**config.mk**
```make
export PLATFORM = sky130hd
export DESIGN_NAME = fp_operand_error_exception
export DESIGN_NICKNAME = d
export VERILOG_FILES = /design/src/fp_operand_error_flag_detect.v /design/src/fp_operand_error_exception.v
export VERILOG_INCLUDE_DIRS = /design/src
export SDC_FILE = /design/constraint.sdc
export NUM_CORES = 1
export LEC_CHECK = 0
export BUFFER_PORTS_ARGS = -buffer_cell sky130_fd_sc_hd__buf_2
export CAP_MARGIN = 0
export CELL_PAD_IN_SITES_DETAIL_PLACEMENT = 0
export CELL_PAD_IN_SITES_GLOBAL_PLACEMENT = 1
export CORE_ASPECT_RATIO = 2
export CORE_MARGIN = 10
export CORE_UTILIZATION = 35
export CTS_BUF_LIST = sky130_fd_sc_hd__clkbuf_4 sky130_fd_sc_hd__clkbuf_8 sky130_fd_sc_hd__clkbuf_16
export DETAILED_ROUTE_END_ITERATION = 8
export PLACE_DENSITY_LB_ADDON = 0.1
export REMOVE_ABC_BUFFERS = 1
export SLEW_MARGIN = 40
export SYNTH_ARGS = -nofsm -noshare
export SYNTH_HDL_FRONTEND = slang
export SYNTH_SLANG_ARGS = --single-unit
export TNS_END_PERCENT = 30
```
**constraint.sdc**
```tcl
create_clock -name clk -period 3.2 [get_ports clk]
set_input_delay 0.32 -clock clk [delete_from_list [all_inputs] [get_ports clk]]
set_output_delay 0.32 -clock clk [all_outputs]
set_load 0.1 [all_outputs]
```
**src/fp_operand_error_flag_defines.vh**
```
// Purpose: Shared constants of the operand-error exception unit
// Assumes: Included by bare name; definitions only
// Notes:   Offsets are byte addresses on the plain register port
`ifndef FP_OPERAND_ERROR_FLAG_DEFINES_VH
`define FP_OPERAND_ERROR_FLAG_DEFINES_VH

// Register offsets
`define REG_FP_STATUS        8'h00
`define REG_CONTROL          8'h04
`define REG_SAVED_COMMAND    8'h08
`define REG_INSTR_ADDRESS    8'h0c
`define REG_DEST_EA          8'h10
`define REG_FRAME_INFO       8'h14
`define REG_IRQ_STATUS       8'h18
`define REG_IRQ_CLEAR        8'h1c
`define REG_IRQ_ENABLE       8'h20

// Status register layout
`define EXC_BYTE_LSB         8
`define EXC_BYTE_MSB         15
`define EXC_OPERAND_ERR_BIT  5
`define EXC_BYTE_RESET       8'h00

// Control register layout
`define CTRL_OPERAND_ERROR_FLAG_EN_BIT    0
`define CTRL_RESET           1'b0

// Frame info layout
`define FI_OPCLASS_LSB       0
`define FI_OPCLASS_MSB       2
`define FI_KIND_LSB          4
`define FI_KIND_MSB          5
`define FI_POST_BIT          8
`define FI_FORMAT3_BIT       9
`define FI_IAR_VALID_BIT     10
`define FI_MOST_NEG_BIT      11

// Interrupt status layout
`define IRQ_DETECT_BIT       0
`define IRQ_TAKEN_BIT        1
`define IRQ_RESET            2'b00

// Operation kinds
`define OP_ADD               3'h0
`define OP_SUB               3'h1
`define OP_MUL               3'h2
`define OP_DIV               3'h3
`define OP_SQRT              3'h4
`define OP_MOVE              3'h5

// Destination formats
`define FMT_FP               2'h0
`define FMT_BYTE             2'h1
`define FMT_WORD             2'h2
`define FMT_LONG             2'h3

// Instruction classes
`define OPCLASS_REG_REG      3'h0
`define OPCLASS_MEM_REG      3'h2
`define OPCLASS_REG_MEM      3'h3

// State-frame kinds
`define KIND_NONE            2'h0
`define KIND_TO_REGISTER     2'h1
`define KIND_TO_MEMORY       2'h2

// Default nonsignaling NaN, all mantissa bits set
`define DEFAULT_NAN          80'h7fff_ffff_ffff_ffff_ffff

`endif

```
**src/fp_operand_error_flag_detect.v**
```verilog
// Purpose: Combinational operand-error condition decode
// Assumes: Operand class flags are valid together with op_kind
// Notes:   a is the source operand, b the destination register operand
`include "fp_operand_error_flag_defines.vh"

module fp_operand_error_flag_detect (
    input  wire [2:0]  op_kind,
    input  wire [1:0]  dest_format,
    input  wire        a_zero,
    input  wire        a_inf,
    input  wire        a_nan,
    input  wire        a_signaling,
    input  wire        a_sign,
    input  wire [15:0] a_exp,
    input  wire        a_frac_zero,
    input  wire        b_zero,
    input  wire        b_inf,
    input  wire        b_sign,
    output reg         maskable_err,
    output reg         int_err,
    output reg         int_most_neg
);

    // Lowest unbiased exponent of an out-of-range integer magnitude
    function [15:0] int_limit_exp;
        input [1:0] fmt;
        begin
            case (fmt)
                `FMT_BYTE: int_limit_exp = 16'h0007;
                `FMT_WORD: int_limit_exp = 16'h000f;
                `FMT_LONG: int_limit_exp = 16'h001f;
                default:   int_limit_exp = 16'h7fff;
            endcase
        end
    endfunction

    reg        finite_a;
    reg        exp_at_limit;
    reg        exp_over_limit;
    reg        int_dest;

    always @* begin
        finite_a       = ~a_zero & ~a_inf & ~a_nan;
        exp_at_limit   = (a_exp == int_limit_exp(dest_format));
        exp_over_limit = ($signed(a_exp) > $signed(int_limit_exp(dest_format)));
        int_dest       = (dest_format != `FMT_FP);
        maskable_err   = 1'b0;
        int_err        = 1'b0;
        int_most_neg   = 1'b0;
        case (op_kind)
            `OP_ADD:  maskable_err = a_inf & b_inf & (a_sign != b_sign);
            `OP_SUB:  maskable_err = a_inf & b_inf & (a_sign == b_sign);
            `OP_MUL:  maskable_err = (a_zero & b_inf) | (a_inf & b_zero);
            `OP_DIV:  maskable_err = (a_zero & b_zero) | (a_inf & b_inf);
            `OP_SQRT: maskable_err = a_inf | (a_sign & finite_a);
            `OP_MOVE: begin
                if (int_dest) begin
                    // The exact most negative value is trapped as well
                    int_most_neg = finite_a & a_sign & exp_at_limit & a_frac_zero;
                    int_err = (finite_a & (exp_over_limit | exp_at_limit))
                            | a_inf | (a_nan & ~a_signaling);
                end
            end
            default: begin
                maskable_err = 1'b0;
            end
        endcase
    end

endmodule

```
**src/fp_operand_error_exception.v**
```verilog
// Purpose: Operand-error detection, status, default NaN and exception posting
// Assumes: One instruction per op_valid pulse; register port never waits
// Notes:   Outputs are registered, so each answer lags its cause by one edge, irq by two
`include "fp_operand_error_flag_defines.vh"

// Notes on behaviour
// - Any operand error sets status operand bit
// - Opposite-sign infinity add, same-sign subtract flag
// - Zero times infinity flags an error
// - Integer move overflow, quiet NaN, infinity flag
// - Integer moves nonmaskable; all others maskable
// - Disabled maskable error writes default NaN, every bit set but the sign
// - Disabled maskable case: no exception, keep running
// - Enabled maskable: hold destination, pre-exception next instruction
// - Exceptions use the dedicated operand-error vector
// - Integer move error takes immediate post-exception
// - Most negative integer source also traps
// - Frame content differs by instruction class
// - Faulting instruction saved in command field
// - Memory destination address saved for format 3
// - Integer register destination loads instruction address
module fp_operand_error_exception #(
    parameter [7:0] VECTOR_NUMBER = 8'h40
) (
    input  wire        clk,
    input  wire        reset,
    input  wire        op_valid,
    input  wire [2:0]  op_kind,
    input  wire [1:0]  dest_format,
    input  wire [2:0]  opclass,
    input  wire [15:0] command_word,
    input  wire [31:0] instr_addr,
    input  wire [31:0] dest_ea,
    input  wire        dest_in_memory,
    input  wire        a_zero,
    input  wire        a_inf,
    input  wire        a_nan,
    input  wire        a_signaling,
    input  wire        a_sign,
    input  wire [15:0] a_exp,
    input  wire        a_frac_zero,
    input  wire        b_zero,
    input  wire        b_inf,
    input  wire        b_sign,
    input  wire [7:0]  reg_addr,
    input  wire [31:0] reg_wdata,
    input  wire        reg_write,
    input  wire        reg_read,
    output reg  [31:0] reg_rdata,
    output reg         nan_write,
    output reg  [79:0] nan_value,
    output reg         result_inhibit,
    output reg         exc_request,
    output reg         exc_post,
    output reg  [7:0]  exc_vector,
    output reg         irq
);

    localparam [1:0] ST_IDLE   = 2'b01;
    localparam [1:0] ST_POSTED = 2'b10;

    wire        maskable_err;
    wire        int_err;
    wire        int_most_neg;

    reg  [1:0]  state;
    reg  [1:0]  next_state;
    reg  [7:0]  exception_status_byte;
    reg  [7:0]  next_exception_status_byte;
    reg         operand_error_flag_enable;
    reg  [15:0] saved_command_field;
    reg  [31:0] fp_instruction_address_reg;
    reg  [31:0] saved_ea;
    reg  [2:0]  frame_opclass;
    reg  [1:0]  frame_kind;
    reg         frame_post;
    reg         frame_format3;
    reg         frame_iar_valid;
    reg         frame_most_neg;
    reg  [1:0]  irq_status;
    reg  [1:0]  next_irq_status;
    reg  [1:0]  irq_enable;
    reg  [31:0] read_value;

    fp_operand_error_flag_detect u_detect (
        .op_kind      (op_kind),
        .dest_format  (dest_format),
        .a_zero       (a_zero),
        .a_inf        (a_inf),
        .a_nan        (a_nan),
        .a_signaling  (a_signaling),
        .a_sign       (a_sign),
        .a_exp        (a_exp),
        .a_frac_zero  (a_frac_zero),
        .b_zero       (b_zero),
        .b_inf        (b_inf),
        .b_sign       (b_sign),
        .maskable_err (maskable_err),
        .int_err      (int_err),
        .int_most_neg (int_most_neg)
    );

    // An instruction arriving while an error is posted is trapped before it
    // runs, so its own operands are not examined
    wire take_pre = op_valid & state[1];
    wire detect   = op_valid & ~take_pre & (maskable_err | int_err);

    // Integer destinations bypass the enable entirely
    wire is_nonmaskable = int_err;
    wire mask_dis = detect & ~is_nonmaskable & ~operand_error_flag_enable;
    wire mask_en  = detect & ~is_nonmaskable & operand_error_flag_enable;
    wire post_now = detect & is_nonmaskable;

    wire wr_status  = reg_write & (reg_addr == `REG_FP_STATUS);
    wire wr_control = reg_write & (reg_addr == `REG_CONTROL);
    wire wr_iclear  = reg_write & (reg_addr == `REG_IRQ_CLEAR);
    wire wr_ienable = reg_write & (reg_addr == `REG_IRQ_ENABLE);

    always @* begin
        next_state = state;
        case (state)
            ST_IDLE: begin
                if (mask_en) begin
                    next_state = ST_POSTED;
                end
            end
            ST_POSTED: begin
                if (take_pre) begin
                    next_state = ST_IDLE;
                end
            end
            default: begin
                next_state = ST_IDLE;
            end
        endcase
    end

    // Set wins over a software write in the same cycle
    always @* begin
        next_exception_status_byte = exception_status_byte;
        if (wr_status) begin
            next_exception_status_byte = reg_wdata[`EXC_BYTE_MSB:`EXC_BYTE_LSB];
        end
        if (detect) begin
            next_exception_status_byte[`EXC_OPERAND_ERR_BIT] = 1'b1;
        end
    end

    always @* begin
        next_irq_status = irq_status;
        if (wr_iclear) begin
            next_irq_status = irq_status & ~reg_wdata[1:0];
        end
        if (detect) begin
            next_irq_status[`IRQ_DETECT_BIT] = 1'b1;
        end
        if (take_pre | post_now) begin
            next_irq_status[`IRQ_TAKEN_BIT] = 1'b1;
        end
    end

    always @(posedge clk) begin
        if (reset) begin
            state                 <= ST_IDLE;
            exception_status_byte <= `EXC_BYTE_RESET;
            operand_error_flag_enable          <= `CTRL_RESET;
            irq_status            <= `IRQ_RESET;
            irq_enable            <= `IRQ_RESET;
            irq                   <= 1'b0;
        end else begin
            state                 <= next_state;
            exception_status_byte <= next_exception_status_byte;
            irq_status            <= next_irq_status;
            irq                   <= |(irq_status & irq_enable);
            if (wr_control) begin
                operand_error_flag_enable <= reg_wdata[`CTRL_OPERAND_ERROR_FLAG_EN_BIT];
            end
            if (wr_ienable) begin
                irq_enable <= reg_wdata[1:0];
            end
        end
    end

    // Datapath answers; nan_value is a flop so the output is registered
    always @(posedge clk) begin
        if (reset) begin
            nan_write      <= 1'b0;
            nan_value      <= `DEFAULT_NAN;
            result_inhibit <= 1'b0;
            exc_request    <= 1'b0;
            exc_post       <= 1'b0;
            exc_vector     <= VECTOR_NUMBER;
        end else begin
            nan_value      <= `DEFAULT_NAN;
            nan_write      <= mask_dis;
            // Disabled case raises nothing and never inhibits
            result_inhibit <= mask_en | post_now;
            exc_request    <= take_pre | post_now;
            exc_vector     <= VECTOR_NUMBER;
            if (take_pre | post_now) begin
                exc_post <= post_now;
            end
        end
    end

    // State frame is captured at detection and held until the next error
    always @(posedge clk) begin
        if (reset) begin
            saved_command_field        <= 16'h0000;
            fp_instruction_address_reg <= 32'h0000_0000;
            saved_ea                   <= 32'h0000_0000;
            frame_opclass              <= 3'h0;
            frame_kind                 <= `KIND_NONE;
            frame_post                 <= 1'b0;
            frame_format3              <= 1'b0;
            frame_iar_valid            <= 1'b0;
            frame_most_neg             <= 1'b0;
        end else if (detect) begin
            saved_command_field <= command_word;
            frame_opclass       <= opclass;
            frame_post          <= post_now;
            frame_most_neg      <= int_most_neg;
            case (opclass)
                `OPCLASS_REG_REG: frame_kind <= `KIND_TO_REGISTER;
                `OPCLASS_MEM_REG: frame_kind <= `KIND_TO_REGISTER;
                `OPCLASS_REG_MEM: frame_kind <= `KIND_TO_MEMORY;
                default:          frame_kind <= `KIND_NONE;
            endcase
            frame_format3 <= post_now & dest_in_memory;
            if (post_now & dest_in_memory) begin
                saved_ea <= dest_ea;
            end
            // The operation word names the integer destination register
            frame_iar_valid <= post_now & ~dest_in_memory;
            if (post_now & ~dest_in_memory) begin
                fp_instruction_address_reg <= instr_addr;
            end
        end
    end

    always @* begin
        read_value = 32'h0000_0000;
        case (reg_addr)
            `REG_FP_STATUS: begin
                read_value[`EXC_BYTE_MSB:`EXC_BYTE_LSB] = exception_status_byte;
            end
            `REG_CONTROL: begin
                read_value[`CTRL_OPERAND_ERROR_FLAG_EN_BIT] = operand_error_flag_enable;
            end
            `REG_SAVED_COMMAND: begin
                read_value[15:0] = saved_command_field;
            end
            `REG_INSTR_ADDRESS: begin
                read_value = fp_instruction_address_reg;
            end
            `REG_DEST_EA: begin
                read_value = saved_ea;
            end
            `REG_FRAME_INFO: begin
                read_value[`FI_OPCLASS_MSB:`FI_OPCLASS_LSB] = frame_opclass;
                read_value[`FI_KIND_MSB:`FI_KIND_LSB]       = frame_kind;
                read_value[`FI_POST_BIT]                    = frame_post;
                read_value[`FI_FORMAT3_BIT]                 = frame_format3;
                read_value[`FI_IAR_VALID_BIT]               = frame_iar_valid;
                read_value[`FI_MOST_NEG_BIT]                = frame_most_neg;
            end
            `REG_IRQ_STATUS: begin
                read_value[1:0] = irq_status;
            end
            `REG_IRQ_ENABLE: begin
                read_value[1:0] = irq_enable;
            end
            default: begin
                read_value = 32'h0000_0000;
            end
        endcase
    end

    // Read data stand only in the cycle after the strobe
    always @(posedge clk) begin
        if (reset) begin
            reg_rdata <= 32'h0000_0000;
        end else if (reg_read) begin
            reg_rdata <= read_value;
        end else begin
            reg_rdata <= 32'h0000_0000;
        end
    end

endmodule

```
* Word level (Yosys, flattened, before mapping)
Cells that the tools add are included.
** Storage, ports and cells
- Flip-flop bits (word level) :: 141
- Input port bits :: 159
- Output and inout bits :: 125
- Word-level logic and storage cells :: 132
** Cells by class
- $lt $le $gt $ge :: 1
- Equal/unequal tests :: 25
- Mux-type cells :: 24
- Bitwise operators :: 47
- Reduce and logical (&&, ||, !) cells :: 13
** Operators by type and width (number)
- 15-bit case mux with 3 select lines :: 1
- 8-bit by 5-bit == test with 1-bit output, second input constant :: 4
- 16-bit case mux with 2 select lines :: 1
- 1-bit AND :: 26
- 4-bit case mux with 5 select lines :: 1
- 16-bit by 15-bit == test with 1-bit output :: 1
- 8-bit by 4-bit == test with 1-bit output, second input constant :: 2
- 16-bit > comparator :: 1
- 4-bit case mux with 4 select lines :: 1
- 3-bit by 2-bit == test with 1-bit output, second input constant :: 4
- 1-bit NOT :: 9
- 1-bit bitwise OR :: 9
- 8-bit by 3-bit == test with 1-bit output, second input constant :: 1
- 8-bit by 6-bit == test with 1-bit output, second input constant :: 1
- 8-bit logical NOT :: 1
- 2-bit case mux with 2 select lines :: 2
- 2-bit case mux with 4 select lines :: 1
- 2-bit nonzero test :: 4
- 1-bit two-way mux :: 7
- 1-bit case mux with 7 select lines :: 1
- 2-bit == test, second input constant :: 3
- 3-bit == test, second input constant :: 2
- 3-bit logical NOT :: 2
- 2-bit two-way mux :: 3
- 15 further kinds :: 22

* Longest topological paths before layout
- Depth in word-level cells :: 15
- Depth in mapped cells :: 12
- Depth with buffers taken out :: 11

* By module
Synthesis repeated with hierarchy kept, for this count alone.
** Unflattened totals
- Cells, all modules :: 802
- Area total of the unflattened synthesis :: 6533.8 um2
** By module, submodules not included
- fp_operand_error_exception :: instances 1, cells an instance 745, area an instance 6092.1 um2, seq. area each 2822.7 um2
- fp_operand_error_flag_detect :: instances 1, cells an instance 57, area an instance 441.7 um2, seq. area each 0.0 um2

* Worst setup path after synthesis
OpenSTA, ideal clock, no wires.
- Kind :: input-to-reg
- Start point :: in dest_format[1]
- End point :: reg saved_ea[3]
- Setup time :: 0.128 ns
- Data arrival time :: 2.625 ns
- Data required time :: 3.072 ns
- Setup slack :: 0.448 ns
- Stages on the path :: 12
- Path buffers :: 1
- Path through :: inv_1 ha_1 inv_1 ha_1 nand4b_4 nor3_1 a211oi_1 a211o_1 a211oi_4 buf_6 mux2i_1 nor2_1
** On the way
- Word-level cells in the longest chain between the ends :: 14
- Elaborated cells between the ends (all ways) :: 18
- Those cells by class :: order compare: 1; eq/ne: 4; mux: 3; bitwise: 8; reduce/logical: 2
** RTL lines
- start: declaration :: RTL line fp_operand_error_exception.v:29 : input wire [1:0] dest_format,
- 2-bit == test or 2-bit by 1-bit == test with 1-bit output (tied branches) :: RTL line fp_operand_error_flag_detect.v:28 : case (fmt)
- 15-bit case mux with 3 select lines :: RTL line fp_operand_error_flag_detect.v:28
- 16-bit > comparator or 16-bit by 15-bit == test with 1-bit output (tied branches) :: RTL line fp_operand_error_flag_detect.v:45, fp_operand_error_flag_detect.v:44
- 1-bit bitwise OR :: RTL line fp_operand_error_flag_detect.v:60 : int_err = (finite_a & (exp_over_limit | exp_at_limit))
- 1-bit AND :: RTL line fp_operand_error_flag_detect.v:60
- 1-bit bitwise OR (2 in a row) :: RTL line fp_operand_error_flag_detect.v:61 : | a_inf | (a_nan & ~a_signaling);
- 1-bit two-way mux * :: RTL line fp_operand_error_flag_detect.v:57 : if (int_dest) begin
- 1-bit two-way mux * :: RTL line fp_operand_error_flag_detect.v:50 : case (op_kind)
- 1-bit bitwise OR :: RTL line fp_operand_error_exception.v:106 : wire detect = op_valid & ~take_pre & (maskable_err | int_err);
- 1-bit AND :: RTL line fp_operand_error_exception.v:106
- 1-bit AND :: RTL line fp_operand_error_exception.v:112 : wire post_now = detect & is_nonmaskable;
- 1-bit AND :: RTL line fp_operand_error_exception.v:230 : if (post_now & dest_in_memory) begin
- 2-bit AND reduction (no source line) *
- end signal: assignment :: RTL line fp_operand_error_exception.v:231 : saved_ea <= dest_ea;
- end: declaration :: RTL line fp_operand_error_exception.v:73 : reg [31:0] saved_ea;
Every way passes the cells marked *; elsewhere a longest branch is shown, timed or not.
A chain may end at the register's enable or synchronous reset.

* Worst setup path after layout
- Start point :: in dest_format[0]
- End point :: reg fp_instruction_address_reg[15]
** On the way
- Word-level cells in the longest chain between the ends :: 14
- Elaborated cells between the ends (all ways) :: 18
- Those cells by class :: order compare: 1; eq/ne: 4; mux: 3; bitwise: 8; reduce/logical: 2
** RTL lines
- 2-bit == test or 2-bit by 1-bit == test with 1-bit output (tied branches) :: RTL line fp_operand_error_flag_detect.v:28
- 15-bit case mux with 3 select lines :: RTL line fp_operand_error_flag_detect.v:28
- 16-bit > comparator or 16-bit by 15-bit == test with 1-bit output (tied branches) :: RTL line fp_operand_error_flag_detect.v:45, fp_operand_error_flag_detect.v:44
- 1-bit bitwise OR :: RTL line fp_operand_error_flag_detect.v:60
- 1-bit AND :: RTL line fp_operand_error_flag_detect.v:60
- 1-bit bitwise OR (2 in a row) :: RTL line fp_operand_error_flag_detect.v:61
- 1-bit two-way mux * :: RTL line fp_operand_error_flag_detect.v:57
- 1-bit two-way mux * :: RTL line fp_operand_error_flag_detect.v:50
- 1-bit bitwise OR :: RTL line fp_operand_error_exception.v:106
- 1-bit AND :: RTL line fp_operand_error_exception.v:106
- 1-bit AND :: RTL line fp_operand_error_exception.v:112
- 1-bit AND :: RTL line fp_operand_error_exception.v:235 : if (post_now & ~dest_in_memory) begin
- 2-bit AND reduction (no source line) *
- end signal: assignment :: RTL line fp_operand_error_exception.v:236 : fp_instruction_address_reg <= instr_addr;
- end: declaration :: RTL line fp_operand_error_exception.v:72 : reg [31:0] fp_instruction_address_reg;
Marked as above.

==> results.toml <==
[worst_hold_path]
holdPathStages = 3
min_path_type = "in2reg"
min_from = "dest_ea[8]"
min_to = "saved_ea[8]"

[clock_network]
ctsHtreeMaxLevel = 4
cts_tree = "done"
cts_resized = 0
clockBufferDepth = 2
cts_root_buf = "clkbuf_16"
cts_setup_buffers = 0
worstSkewPairLatency_ps = 410
path_clk_slew_ps = 60
cts_buffers = 17
cts_hold_buf = 0
cts_num_sinks = 141

[global_routing]
grt_antenna_before_repair = 3
grt_usage_pct = 15.5
overflow = 0
grt_pass1_wl_um = 31400
grt_max_degree = 75
grt_pass1_vias = 5832

[drt]
drtPass1Iterations = 4
routed-via-count = 5382
vias_per_cell = 4.57
wl_um = 20500
route.detailed.drc = 0
ant_nets = 0
wl_per_cell_um = 17.4
drt_iter0_markers = 240

[yosys]
synth.top_cells.by_area = "dfxtp_1, mux2i_1, buf_4"
ys_seq_elements = 141
synth_warnings = 0
yosysUniqueCellTypes = 51
synth-main-ff-cell = "dfxtp_1"
netlist_instances = 736
yosys-top-cells-count = "dfxtp_1, nor2_1, mux2i_1"
synth.avg_cell_area_um2 = 9.28
syn_area_mm2 = 0.00683
synth.most_common_cell = "dfxtp_1"
synth_top_cell_by_area = "dfxtp_1"
synth_edf_count = 0
synth_seq_area_share_pct = 41.3
ys_async_sr_fraction_pct = 0
synth_top_area_share_pct = 41.3

[critical_path]
cp_cell_sequence = "buf_2 -> inv_1 -> ha_1 -> inv_1 -> ha_1 -> nand4b_4 -> nor4_1 -> buf_4 -> nand3_1 -> nor3b_4 -> a211oi_4 -> buf_12 -> mux2i_1 -> nor2_1"
r2r_start = "state[1]"
critPathKind = "in2reg"
crit_fanout = 33
cp_slowest_cell = "nor4_1"
r2r-end = "fp_instruction_address_reg[15]"
crit_path_end_kind = "register"
required_ps = 3470
cp_top_family = "simple AND/OR/NAND/NOR gates"
cp.arrival_ps = 3240
critPathLaunchType = "primary input"
slowest_delay_ps = 450
cp_num_buf_inv = 5
worst_r2r_path_depth = 6
regToRegSetupSlack_ps = 1260

[floorplan]
die_y_um = 218
coreArea_mm2 = 0.0193
io_pins = 284
initial_utilization_pct = 35.4
rows = 72
die_area_mm2 = 0.0258
die_x_um = 119

[power_and_ir_drop]
power_density_mw_per_mm2 = 564
p_leak_nw = 3.60
total_power_mw = 4.68
ir_drop_mv = 0.290

[placed_design]
portBuffers = 173
hpwl_um = 15600
gp_congestion = 0.808
pre_cts_ws_ps = -199

[job]
cap_viol_max_count = 0

[sta]
period_share_pct = 92.7
relSlewSlack_pct = 49.7
fmax_mhz = 337
tns_ps = 0
finalSetupViolCount = 0
rsz0062_at_grt = "no"
fin_skew_ps = 4.09
setup_ws_ps = 235
timing_worst_slew_pin_value_ps = 754
final.min_clock_period_ps = 2970
hold_viol_final = 0
maxSlewViolCount = 0

[run_status]
status = "finished, final reports clean"

[layout]
num-nets-final = 1079
drive_gt1_share_pct = 26.5
synthToLayoutAreaGrowth_pct = 21.5
## how the worst max path moves through the flow
stage	from	endpoint	slack (ps)	cells past startpoint
after CTS	dest_format[1]	fp_instruction_address_reg[15]	250	14
final	dest_format[0]	fp_instruction_address_reg[15]	230	14
after global routing	dest_format[1]	fp_instruction_address_reg[23]	50	14
after floorplan	dest_format[1]	fp_instruction_address_reg[0]	-360	11
after global placement	dest_format[1]	fp_instruction_address_reg[30]	-160	14
after detailed placement	dest_format[1]	fp_instruction_address_reg[30]	-200	14
## cells in the final DEF, fill, tap and decap left out, types with 4 or more instances in the layout
cell type  synthesis  layout
a221oi_1           9       9
a21oi_1           33      33
inv_1              8       8
a22oi_1           18      18
ha_1              15      15
conb_1             2      88
nand3_1           16      16
mux2i_1           98      98
mux2_2             6       6
clkbuf_16          0      17
nor4_1             4       4
o21ai_0            8       8
nand2_1           29      29
clkbuf_4           0       4
nand4_1            4       4
buf_2              4     172
bufinv_16          0       4
nor2_1           118     117
a222oi_1           4       4
nand2b_1          43      42
buf_4             92      16
dfxtp_1          141     141
nor2b_1            6       6
## kinds of logic (layout without fill, tap and decap cells)
| family | Yosys count | in the layout | share of synthesized area (%) |
|---|---|---|---|
| flops | 141 | 141 | 41.3 |
| other cells | 2 | 90 | 0.110 |
| simple gates | 244 | 244 | 17.5 |
| mux | 105 | 105 | 15.5 |
| compound gates | 90 | 90 | 9.14 |
| fa+ha+maj | 15 | 15 | 2.75 |
| xor+xnor | 3 | 3 | 0.385 |
| buf+inv | 136 | 231 | 13.3 |
## where the power goes
part / switching [mW] / total (mW) / internal [mW]
clock: 0.723 / 2.12 / 1.39
combinational: 0.626 / 0.775 / 0.148
sequential: 0.0110 / 1.79 / 1.78
## per-layer routing
layer | track usage (%) | share of wire, %
met5 | 0 | 0.14
met3 | 5.60 | 7.6
met1 | 14.6 | 35
met4 | 5.61 | 1.4
met2 | 29.6 | 56
## worst reg2reg max path, cell delays in order, from the launching register on
cell	delay [ps]
dfxtp_1	350
nand2b_1	190
or2_2	370
a211oi_4	260
buf_12	320
mux2i_1	260
nor2_1	50
## cell type report
| cell class | instances | area [um^2] |
|---|---|---|
| Inverter | 8 | 30.0 |
| Clock inverter | 7 | 135 |
| Multi-Input combinational cell | 545 | 3440 |
| Clock buffer | 24 | 497 |
| Tap cell | 259 | 324 |
| Fill cell | 1977 | 11000 |
| Sequential cell | 141 | 2820 |
| Antenna cell | 2 | 5.00 |
| Timing Repair Buffer | 192 | 1050 |
## per-stage QoR
step | utilization [%] | instance area, um^2 | cells | hold WS [ps]
floorplan | - | 6280 | 694 | 389
CTS | 43.0 | 8300 | 1176 | 118
global placement | 39.6 | 7630 | 1143 | 440
global route | 43.0 | 8300 | 1177 | 137
finish | 43.1 | 8300 | 1178 | 141
detailed placement | 39.8 | 7660 | 1145 | 450
Power figures use the tool's default switching activity.
